File: src/design/dsl_pkg.sv
// Shared constants for the serial load control block, both ends
package dsl_pkg;

   // -------------------------------------------------------------
   // Word layout
   // -------------------------------------------------------------
   localparam int unsigned WORD_BITS  = 24;     // One write is one 24-bit word
   localparam int unsigned CNT_W      = 5;      // Width of the bit counter
   localparam int unsigned CODE_BITS  = 10;     // Converter code width
   localparam int unsigned CMD_MSB    = 23;     // Command nibble top bit
   localparam int unsigned CMD_LSB    = 20;     // Command nibble bottom bit
   localparam int unsigned CODE_MSB   = 15;     // Code field, left justified
   localparam int unsigned CODE_LSB   = 6;      // Code field bottom bit
   localparam int unsigned GAIN_BIT   = 11;     // Gain select in control word

   // -------------------------------------------------------------
   // Commands and reset values
   // -------------------------------------------------------------
   localparam logic [3:0] CMD_WR_INPUT = 4'h1;  // Write input holding register
   localparam logic [3:0] CMD_WR_CTRL  = 4'h4;  // Write control register
   localparam logic [9:0] ZERO_SCALE   = 10'h000; // Zero-scale code
   localparam logic       GAIN_DEF     = 1'b0;  // 0 = gain of 1, 1 = gain of 2

   // -------------------------------------------------------------
   // Bus address and timing
   // -------------------------------------------------------------
   localparam logic [5:0] ADDR_BASE    = 6'h0c; // Upper address bits, arbitrary value
   localparam int unsigned SYS_MHZ     = 100;   // System clock rate
   localparam int unsigned SCLK_MAX_MHZ = 50;   // Fastest serial clock accepted
   localparam int unsigned STROBE_LOW_NS = 20;  // Least load strobe low width
   localparam int unsigned SYNC_HIGH_NS = 20;   // Least frame select high time
   localparam int unsigned STROBE_LOW_CYC =
      (STROBE_LOW_NS * SYS_MHZ + 999) / 1000;   // Rounded up to cycles
   localparam int unsigned SYNC_HIGH_CYC =
      (SYNC_HIGH_NS * SYS_MHZ + 999) / 1000;    // Rounded up to cycles
   localparam int unsigned SCLK_HALF_DEF = 4;   // Host half period: 80 ns clock

endpackage

File: src/design/dsl_link_if.sv
// Link wires between the host end and the converter end
`timescale 1ns/1ps
interface dsl_link_if;
   logic sclk;           // Serial clock, host made
   logic sync_n;         // Frame select, low opens a transfer
   logic sdi;            // Serial data toward the converter
   logic load_strobe_n;  // Load strobe, low transfers holding to converter
   logic hw_reset_n;     // Hardware reset pin, low holds reset
   logic bus_address_pin; // Address pin for the two-wire variant

   modport host (
      output sclk, sync_n, sdi, load_strobe_n, hw_reset_n, bus_address_pin
   );
   modport dev (
      input  sclk, sync_n, sdi, load_strobe_n, hw_reset_n, bus_address_pin
   );
endinterface

File: src/design/dsl_dev.sv
// Converter end: serial capture, hardware reset and converter register load
`timescale 1ns/1ps
module dsl_dev #(
   parameter int unsigned WORD_W = dsl_pkg::WORD_BITS,  // Bits per word
   parameter int unsigned CODE_W = dsl_pkg::CODE_BITS   // Converter code width
) (
   input  wire logic              sys_clk_i,    // System clock
   input  wire logic              rst_n_i,      // Power-on reset, async low
   dsl_link_if.dev                link,         // Link from the host
   input  wire logic              sync_mode_i,  // Strobe taken on clock fall
   output logic [CODE_W-1:0]      dac_code_o,   // Converter register
   output logic [CODE_W-1:0]      input_code_o, // Input holding register
   output logic                   new_data_o,   // Holding register not yet moved
   output logic                   gain_o,       // 1 = gain of 2
   output logic [6:0]             bus_addr_o,   // Two-wire bus address
   output logic                   word_o,       // Pulse: a word was committed
   output logic                   in_reset_o    // Hardware reset pin held
);
   // -------------------------------------------------------------
   // Pin synchronisers
   // -------------------------------------------------------------
   // Every pin runs three flops deep; a level is taken only once the second
   // and third stages agree, so a glitch one sample wide never reaches the logic.
   // All pins share one pipeline, so data and clock keep their relative timing.
   localparam int unsigned NPIN   = 6;
   localparam int unsigned P_SCLK = 0;
   localparam int unsigned P_SYNC = 1;
   localparam int unsigned P_SDI  = 2;
   localparam int unsigned P_STRB = 3;
   localparam int unsigned P_RST  = 4;
   localparam int unsigned P_ADDR = 5;
   localparam logic [NPIN-1:0] PIN_IDLE = 6'h1b; // Clock, select, strobe, reset high

   // Filter: take the new value only once the last two stages agree
   function automatic logic [NPIN-1:0] settle(input logic [NPIN-1:0] s2,
                                              input logic [NPIN-1:0] s3,
                                              input logic [NPIN-1:0] old);
      settle = (s2 & s3) | (old & (s2 ^ s3));
   endfunction

   // Falling edge of a filtered pin: level held now against the level about
   // to be taken, so the event lines up with the data sampled beside it
   function automatic logic pin_fell(input logic now_v,
                                     input logic next_v);
      pin_fell = now_v & ~next_v;
   endfunction

   logic [NPIN-1:0] s1_q, s2_q, s3_q, pin_q;
   // Pin order matches the position constants above
   wire  [NPIN-1:0] raw = {link.bus_address_pin, link.hw_reset_n, link.load_strobe_n,
                           link.sdi, link.sync_n, link.sclk};
   wire  [NPIN-1:0] pin_d = settle(s2_q, s3_q, pin_q);

   // Three-stage sampling of every pin
   // Reset loads the idle levels, so no false edge follows reset
   always_ff @(posedge sys_clk_i or negedge rst_n_i) begin
      if (!rst_n_i) begin
         s1_q  <= PIN_IDLE;
         s2_q  <= PIN_IDLE;
         s3_q  <= PIN_IDLE;
         pin_q <= PIN_IDLE;
      end else begin
         s1_q  <= raw;
         s2_q  <= s1_q;
         s3_q  <= s2_q;
         pin_q <= pin_d;
      end
   end

   // -------------------------------------------------------------
   // Decoded pin events
   // -------------------------------------------------------------
   // While the reset pin is low every other pin but the address pin is masked off;
   // frame select low opens the clock, data and shifter
   wire hw_rst        = ~pin_q[P_RST];
   wire sel           = ~pin_q[P_SYNC] & ~hw_rst;
   wire sclk_fall_any = pin_fell(pin_q[P_SCLK], pin_d[P_SCLK]);
   wire sclk_fall     = sclk_fall_any & sel;
   wire sync_rise     = pin_fell(~pin_q[P_SYNC], ~pin_d[P_SYNC]) & ~hw_rst;
   wire strobe_low    = ~pin_q[P_STRB] & ~hw_rst;

   // -------------------------------------------------------------
   // Shift register and bit counter
   // -------------------------------------------------------------
   logic [WORD_W-1:0] sh_q;
   logic [4:0]        cnt_q;
   wire  full = (cnt_q == 5'(WORD_W));

   // Shift on each qualified falling edge; counter stops at a full word
   // Extra falls keep shifting, so an overlong frame commits its last bits
   always_ff @(posedge sys_clk_i or negedge rst_n_i) begin
      if (!rst_n_i) begin
         sh_q  <= '0;
         cnt_q <= 5'h00;
      end else if (hw_rst) begin
         sh_q  <= '0;
         cnt_q <= 5'h00;
      end else if (!sel) begin
         cnt_q <= 5'h00;
      end else if (sclk_fall) begin
         sh_q  <= {sh_q[WORD_W-2:0], pin_q[P_SDI]};
         if (!full) cnt_q <= cnt_q + 5'h01;
      end
   end

   // -------------------------------------------------------------
   // Word decode
   // -------------------------------------------------------------
   // A frame commits only with a full word; unknown commands change nothing
   wire       commit  = sync_rise & full;
   wire [3:0] cmd     = sh_q[dsl_pkg::CMD_MSB:dsl_pkg::CMD_LSB];
   wire       wr_in   = commit & (cmd == dsl_pkg::CMD_WR_INPUT);
   wire       wr_ctrl = commit & (cmd == dsl_pkg::CMD_WR_CTRL);
   wire [CODE_W-1:0] code = sh_q[dsl_pkg::CODE_MSB:dsl_pkg::CODE_LSB];

   // -------------------------------------------------------------
   // Holding, converter and control registers
   // -------------------------------------------------------------
   logic [CODE_W-1:0] in_q, dac_q;
   logic              new_q, gain_q, word_q, rst_seen_q;

   // -------------------------------------------------------------
   // Strobe qualification
   // -------------------------------------------------------------
   // Strobe qualifies on level in async mode, on a clock fall in sync mode;
   // in async mode a strobe held low through a write moves the word once the flag is up
   wire strobe = strobe_low & (~sync_mode_i | sclk_fall_any);
   wire xfer   = strobe & new_q;

   // Holding register and its new-data flag; a write beats a transfer
   // Set wins: a write in the cycle of a transfer leaves the flag up
   always_ff @(posedge sys_clk_i or negedge rst_n_i) begin
      if (!rst_n_i) begin
         in_q  <= dsl_pkg::ZERO_SCALE;
         new_q <= 1'b0;
      end else if (hw_rst) begin
         in_q  <= dsl_pkg::ZERO_SCALE;
         new_q <= 1'b0;
      end else if (wr_in) begin
         in_q  <= code;
         new_q <= 1'b1;
      end else if (xfer) begin
         new_q <= 1'b0;
      end
   end

   // Converter register follows the holding register on a transfer;
   // a write alone never reaches it
   always_ff @(posedge sys_clk_i or negedge rst_n_i) begin
      if (!rst_n_i) dac_q <= dsl_pkg::ZERO_SCALE;
      else if (hw_rst) dac_q <= dsl_pkg::ZERO_SCALE;
      else if (xfer) dac_q <= in_q;
   end

   // Control register: gain select
   // Gain of 1 stands until a control word says otherwise
   always_ff @(posedge sys_clk_i or negedge rst_n_i) begin
      if (!rst_n_i) gain_q <= dsl_pkg::GAIN_DEF;
      else if (hw_rst) gain_q <= dsl_pkg::GAIN_DEF;
      else if (wr_ctrl) gain_q <= sh_q[dsl_pkg::GAIN_BIT];
   end

   // Commit pulse for the user side
   always_ff @(posedge sys_clk_i or negedge rst_n_i) begin
      if (!rst_n_i) word_q <= 1'b0;
      else word_q <= commit;
   end

   // Reset pin status for the user side, registered like the other outputs;
   // it changes on the same clock edge as the registers it clears
   always_ff @(posedge sys_clk_i or negedge rst_n_i) begin
      if (!rst_n_i) rst_seen_q <= 1'b0;
      else rst_seen_q <= hw_rst;
   end

   // -------------------------------------------------------------
   // Outputs
   // -------------------------------------------------------------
   // Outputs trail the pins by the filter depth, about four cycles
   assign dac_code_o   = dac_q;
   assign input_code_o = in_q;
   assign new_data_o   = new_q;
   assign gain_o       = gain_q;
   assign word_o       = word_q;
   assign in_reset_o   = rst_seen_q;

   // -------------------------------------------------------------
   // Bus address
   // -------------------------------------------------------------
   // Address pin follows its filtered level at all times, no reset needed
   assign bus_addr_o   = {dsl_pkg::ADDR_BASE, pin_q[P_ADDR]};

endmodule

File: src/flat_wrapper.sv
// flat-port wrapper written by rule: the top's interface ports become plain ports
module dsl_dev_flat 
#(
   parameter int unsigned WORD_W = dsl_pkg::WORD_BITS,                  
   parameter int unsigned CODE_W = dsl_pkg::CODE_BITS                          
)
  (sys_clk_i, rst_n_i, sync_mode_i, dac_code_o, input_code_o, new_data_o, gain_o, bus_addr_o, word_o, in_reset_o, link_sclk, link_sync_n, link_sdi, link_load_strobe_n, link_hw_reset_n, link_bus_address_pin);
  dsl_link_if link_i ();
  input  wire logic sys_clk_i;
  input  wire logic rst_n_i;
  input  wire logic sync_mode_i;
  output logic [CODE_W-1:0] dac_code_o;
  output logic [CODE_W-1:0] input_code_o;
  output logic new_data_o;
  output logic gain_o;
  output logic [6:0] bus_addr_o;
  output logic word_o;
  output logic in_reset_o;
  input wire logic [$bits(link_i.sclk)-1:0] link_sclk;
  input wire logic [$bits(link_i.sync_n)-1:0] link_sync_n;
  input wire logic [$bits(link_i.sdi)-1:0] link_sdi;
  input wire logic [$bits(link_i.load_strobe_n)-1:0] link_load_strobe_n;
  input wire logic [$bits(link_i.hw_reset_n)-1:0] link_hw_reset_n;
  input wire logic [$bits(link_i.bus_address_pin)-1:0] link_bus_address_pin;
  assign link_i.sclk = link_sclk;
  assign link_i.sync_n = link_sync_n;
  assign link_i.sdi = link_sdi;
  assign link_i.load_strobe_n = link_load_strobe_n;
  assign link_i.hw_reset_n = link_hw_reset_n;
  assign link_i.bus_address_pin = link_bus_address_pin;
  dsl_dev #(.WORD_W(WORD_W), .CODE_W(CODE_W)) u_core (.sys_clk_i(sys_clk_i), .rst_n_i(rst_n_i), .link(link_i), .sync_mode_i(sync_mode_i), .dac_code_o(dac_code_o), .input_code_o(input_code_o), .new_data_o(new_data_o), .gain_o(gain_o), .bus_addr_o(bus_addr_o), .word_o(word_o), .in_reset_o(in_reset_o));
endmodule
File: config.mk
export PLATFORM = sky130hd
export DESIGN_NAME = dsl_dev_flat
export DESIGN_NICKNAME = d
export VERILOG_FILES = /design/src/design/dsl_pkg.sv /design/src/design/dsl_link_if.sv /design/src/design/dsl_dev.sv /design/src/flat_wrapper.sv
export SDC_FILE = /design/constraint.sdc
export NUM_CORES = 1
export LEC_CHECK = 0
export BUFFER_PORTS_ARGS = -buffer_cell sky130_fd_sc_hd__buf_4
export CAP_MARGIN = 20
export CORE_ASPECT_RATIO = 1.4
export CORE_MARGIN = 2
export CORE_UTILIZATION = 57
export CTS_BUF_LIST = sky130_fd_sc_hd__clkbuf_4 sky130_fd_sc_hd__clkbuf_8 sky130_fd_sc_hd__clkbuf_16
export CTS_CLUSTER_DIAMETER = 50
export DETAILED_ROUTE_END_ITERATION = 8
export PLACE_DENSITY = 0.89
export SLEW_MARGIN = 20
export SYNTH_ARGS = -nofsm -noshare
export SYNTH_HDL_FRONTEND = slang
export SYNTH_SLANG_ARGS = --single-unit
File: constraint.sdc
create_clock -name sys_clk_i -period 2.12 [get_ports sys_clk_i]
set_input_delay 0.212 -clock sys_clk_i [delete_from_list [all_inputs] [get_ports sys_clk_i]]
set_output_delay 0.212 -clock sys_clk_i [all_outputs]
set_load 0.02 [all_outputs]
; ---- Word level (Yosys, flattened, before mapping)
; Index checks and enable logic that the tools add are counted.
[totals]
in_bits = 9
out_inout_bits = 31
reg_bits = 77
elab_cells = 63
[classes]
add_sub_neg = 1
n_eq_ne = 11
mux = 16
n_reduce_logical = 2
bitwise_logic = 21
[ops]
columns = op, count
row1 = $mux W24, 3
row2 = $mux W10, 4
row3 = $mux W5, 4
row4 = $and A6 B6 Y6, 2
row5 = $and A1 B1 Y1, 11
row6 = $ne A2 B2 Y1 const B, 5
row7 = $ne A3 B3 Y1 const B, 3
row8 = $or A6 B6 Y6, 1
row9 = $xor A6 B6 Y6, 1
row10 = $add A5 B1 Y5 const B, 1
row11 = $eq A5 B5 Y1 const B, 1
row12 = $mux W1, 5
row13 = $not A1 Y1, 5
row14 = $eq A4 B1 Y1 const B, 1
row15 = $eq A4 B3 Y1 const B, 1
row16 = $reduce_and A2 Y1, 2
row17 = $or A1 B1 Y1, 1

; ---- Depth between registers and ports, before layout
[depth]
depth_word = 11
depth_mapped = 6

; ---- Worst setup path after synthesis
; Ideal clock, no wire load.
[synth_timing]
path_type = reg2reg
startpoint = reg u_core.s2_q[0]
endpoint = reg u_core.dac_q[0], in the netlist u_core.dac_code_o[0]
path_stages_with_launch = 6
t_arrival_ps = 1748
required_time_ps = 2041
path_slack_ps = 292
cell_sequence = dfstp_2 -> ha_1 -> or3b_4 -> a21oi_1 -> buf_4 -> mux2i_1
[synth_via]
elab_chain_cells = 9
[synth_lines]
columns = item, line
row1 = "start, declared", dsl_dev.sv:48  ; logic [NPIN-1:0] s1_q, s2_q, s3_q, pin_q;
row2 = "start signal, assigned", dsl_dev.sv:64  ; s2_q <= s1_q;
row3 = $xor A6 B6 Y6, dsl_dev.sv:38  ; settle = (s2 & s3) | (old & (s2 ^ s3));
row4 = $and A6 B6 Y6, dsl_dev.sv:38
row5 = $or A6 B6 Y6 (*), dsl_dev.sv:38
row6 = $not A1 Y1 (*), dsl_dev.sv:45  ; pin_fell = now_v & ~next_v;
row7 = $and A1 B1 Y1 (*), dsl_dev.sv:45
row8 = $or A1 B1 Y1 (*), dsl_dev.sv:127  ; wire strobe = strobe_low & (~sync_mode_i | sclk_fall_any);
row9 = $and A1 B1 Y1 (*), dsl_dev.sv:127
row10 = $and A1 B1 Y1 (*), dsl_dev.sv:128  ; wire xfer = strobe & new_q;
row11 = $ne A2 B2 Y1 (no line) (*), -
row12 = "end signal, assigned", dsl_dev.sv:150  ; if (!rst_n_i) dac_q <= dsl_pkg::ZERO_SCALE;
row13 = "end signal, assigned", dsl_dev.sv:151  ; else if (hw_rst) dac_q <= dsl_pkg::ZERO_SCALE;
row14 = "end signal, assigned", dsl_dev.sv:152  ; else if (xfer) dac_q <= in_q;
row15 = "end, declared", dsl_dev.sv:119  ; logic [CODE_W-1:0] in_q, dac_q;
; Mark *: on every way between the ends. The rest lies on a longest branch, timed or not.
; A chain may end at the register's enable or synchronous reset.

; ---- Final worst setup path
[layout_timing]
startpoint = reg u_core.s2_q[0]
endpoint = reg u_core.dac_q[9], in the netlist u_core.dac_code_o[9]
; The elaborated chain is that of the path after synthesis.

==> impl_results.md <==
* 1st-pass router iterations at 4
* Slowest CP cell: dfstp_2
* Max Slew Vio Count at 0
* Detailed Place HPWL at 3660 um
* Netlist cell types at 32
* Worst EP required at 2.38 ns
* Row Count at 31
* Run status: complete, no violations
* Leading area contributor after synthesis: dfrtp_1
* Synth Flop Type: dfrtp_1
* Longest Clk Path Bufs at 2
* Die footprint at 6060 sq um
* Flop2flop setup slack at 0.14 ns
* Die Ht at roughly 91 um
* CTS sink cnt at 77
* Mapped Cells at roughly 280
* Reg area at between 1500 and 2000 sq um
* Avg WL per Cell at around 14 um
* Final period utilization at 0.932
* Synth area leaders: dfrtp_1 (49%), dfstp_2 (14%), nand2_1 (8.1%), mux2i_1 (6.8%), ha_1 (3.2%)
* Antenna cells at 0
* Worst path cell trace: ha_1, or3b_4, a21oi_1, buf_4, mux2i_1
* Ports at 40
* Vias in the first global route at approximately 2.1k
* Clock latency at the later pin of the worst-skew pair at about 0.34 ns
* Dpl cells at between 300 and 400
* Die W at about 66 um
* Drt total wl at between 5000 and 6000 um
* Fill count at approximately 360
* Final hold vios at 0
* Achievable frequency at 0.506 GHz
* CP arrival at 2.23 ns
* Initial antenna violation count at 0
* Global route overflow at 0
* Sequential share of the synthesized area at 0.627
* PostCTS Resize Cnt at 0
* Multi-input logic area at about 1100 sq um
* Min-delay src: sync_mode_i
* Initial drt markers at 250
* Vias at ~2.1k
* Synth top area share at 0.492
* CP Max Fanout at 10
* Port bufs at 33
* Worst Hold Depth at 3
* RSZ-0062 raised after global routing: false
* Leak at around 1.8 nW
* Worst setup SP type: flop
* Share of cells above drive strength 1 at 0.244
* Path depth of the worst reg2reg path at 5
* Worst r2r dst: u_core.dac_code_o[9]
* CP startpoint: u_core.s2_q[0]
* Synth warn at 0
* Post-synth EDFFs at 0
* Area Growth Syn to Fin at 19.6%
* Syn_area_per_cell at 11.3 sq um
* Final Wtd Congestion at a little under 0.8
* Drt via density at around 5.5
* Min-Delay Endpoint: u_core.new_data_o
* DRC viols at 0
* Power per cell area at slightly below 800 nW/um^2
* Peak VDD IR at approximately 660 uV
* Core footprint at ~5200 sq um
* First-pass GRT wire length at ~9700 um
* Hold Slack at 0.192 ns
* CP endpoint kind: flop
* Final ANT Viol Nets at 0
* Final setup viols at 0
* Setup CP Type: reg -> reg
* Number of max-cap violations at 0
* Gr usage total at 0.210
* Skew final at approximately 0.010 ns
* Slowest stage delay, CP at roughly 0.54 ns
* Minimum clock period at 1.98 ns
* Initial core utilization at 0.597
* Fin cells at between 300 and 400
* Hold WC Path Type: in -> reg
* R2r startpoint: u_core.s2_q[0]
* FFs w/ async S/R, synth at 1.00
* Mapped Area at ~3100 sq um
* Total CTS buffers at 9
* Largest net degree at the start of global routing at 49
* NumNets Final at about 340
* H-Tree Depth at 3
* Register bit count reported by yosys at 77
* Clock root buffer: clkbuf_8
* CTS tree: yes
* TNS Setup at 0 ns
* CTS clk-pin slew, worst paths at around 0.070 ns
flip-flops by register name, summed over array words and instances (netlist names):
name and flops:
u_core.in_reset_o 1, u_core.gain_o 1, u_core.sh_q 24, u_core.s1_q 6, u_core.s2_q 6, u_core.s3_q 6, u_core.word_o 1, u_core.input_code_o 10
u_core.new_data_o 1, u_core.pin_q 6, u_core.cnt_q 5, u_core.dac_code_o 10
through the flow:
step / util / instance area, sq um / setup WS (ns) / power [W]
floorplan: - / 3120 / 0.292 / 0.00169
global placement: 0.659 / 3420 / 0.229 / 0.00176
detailed placement: 0.659 / 3420 / 0.172 / 0.00177
CTS: 0.714 / 3710 / 0.151 / 0.00297
global route: 0.714 / 3710 / 0.0709 / 0.00307
finish: 0.714 / 3710 / 0.144 / 0.00295
where the power goes:
part	internal, W	leakage, nW	switching [W]
clock network	0.000702	0.116	0.000495
logic	0.0000711	0.638	0.000138
registers	0.00152	1.00	0.0000209
total	0.00229	1.75	0.000654
synthesized netlist by cell type (all sizes together), types with 2 or more instances:
| cell type | count |
|---|---|
| ha | 8 |
| nand2b | 2 |
| a21oi | 14 |
| nand4 | 4 |
| mux2i | 21 |
| inv | 3 |
| nand3 | 15 |
| nand2 | 67 |
| buf | 11 |
| dfrtp | 61 |
| dfstp | 16 |
| o21ai | 20 |
| a21o | 6 |
| clkbuf | 9 |
| or3 | 2 |
| conb | 2 |
| nor4b | 3 |
cells by family (layout without fill, tap and decap cells):
kind of cell / after synthesis / count (layout) / synth area share
fa+ha+maj: 8 / 8 / 0.0322
other cells: 2 / 6 / 0.00242
compound gates: 41 / 41 / 0.0721
simple gates: 103 / 103 / 0.160
flops: 77 / 77 / 0.627
buf+inv: 23 / 68 / 0.0383
mux: 21 / 21 / 0.0677
layer usage:
layer | up-vias | wire (um) | GRT usage
met4 | 0 | 156 | 0.107
met2 | 64 | 2800 | 0.339
met5 | - | 0 | 0
li1 | 1009 | - | -
met3 | 16 | 219 | 0.0372
met1 | 1038 | 2300 | 0.265
cell type report:
type                            instances  share of cell area
Sequential cell                        77               0.524
Multi-Input combinational cell        179               0.284
Timing Repair Buffer                   49               0.107
Clock buffer                           11              0.0391
Tap cell                               66              0.0222
Clock inverter                          5              0.0202
Inverter                                3             0.00303
layout by cell type, fill, tap and decap left out, drive strengths merged, types with 2 or more instances in the layout:
cell type     n
a21o          6
ha            8
nand2b        2
inv           3
mux2i        21
nand4         4
nor4b         3
dfstp        16
conb          6
dfrtp        61
o21ai        20
buf          42
clkinv        3
nand2        67
bufinv        2
a21oi        14
clkbuf       11
nand3        15
dlygate4sd3   7
or3           2
worst max path at each step:
stage          cells after the start  slack [ns]                   end
2_1_floorplan                      5        0.29  u_core.dac_code_o[0]
3_3_place_gp                       5        0.23  u_core.dac_code_o[3]
3_5_place_dp                       5        0.17  u_core.dac_code_o[9]
4_1_cts                            5        0.15  u_core.dac_code_o[9]
5_1_grt                            5        0.07  u_core.dac_code_o[0]
6_report                           5        0.14  u_core.dac_code_o[9]
critical path: cells and delay by family (launching register included):
kind	cells	cell delay, ns
AND/OR/NAND/NOR	1	0.46
multiplexers	1	0.21
AO/OA/AOI/OAI	1	0.16
adder cells (fa/ha/maj)	1	0.29
flip-flops	1	0.54
buffers and inverters	1	0.23
timing repair:
action                                  4_1_cts  5_1_grt
endpoints found under the setup margin        0        0
buffers inserted                              0        0
hold buffers                                  7        0
hold endpoints to repair                     36        0
(Power assumes the default switching activity.)
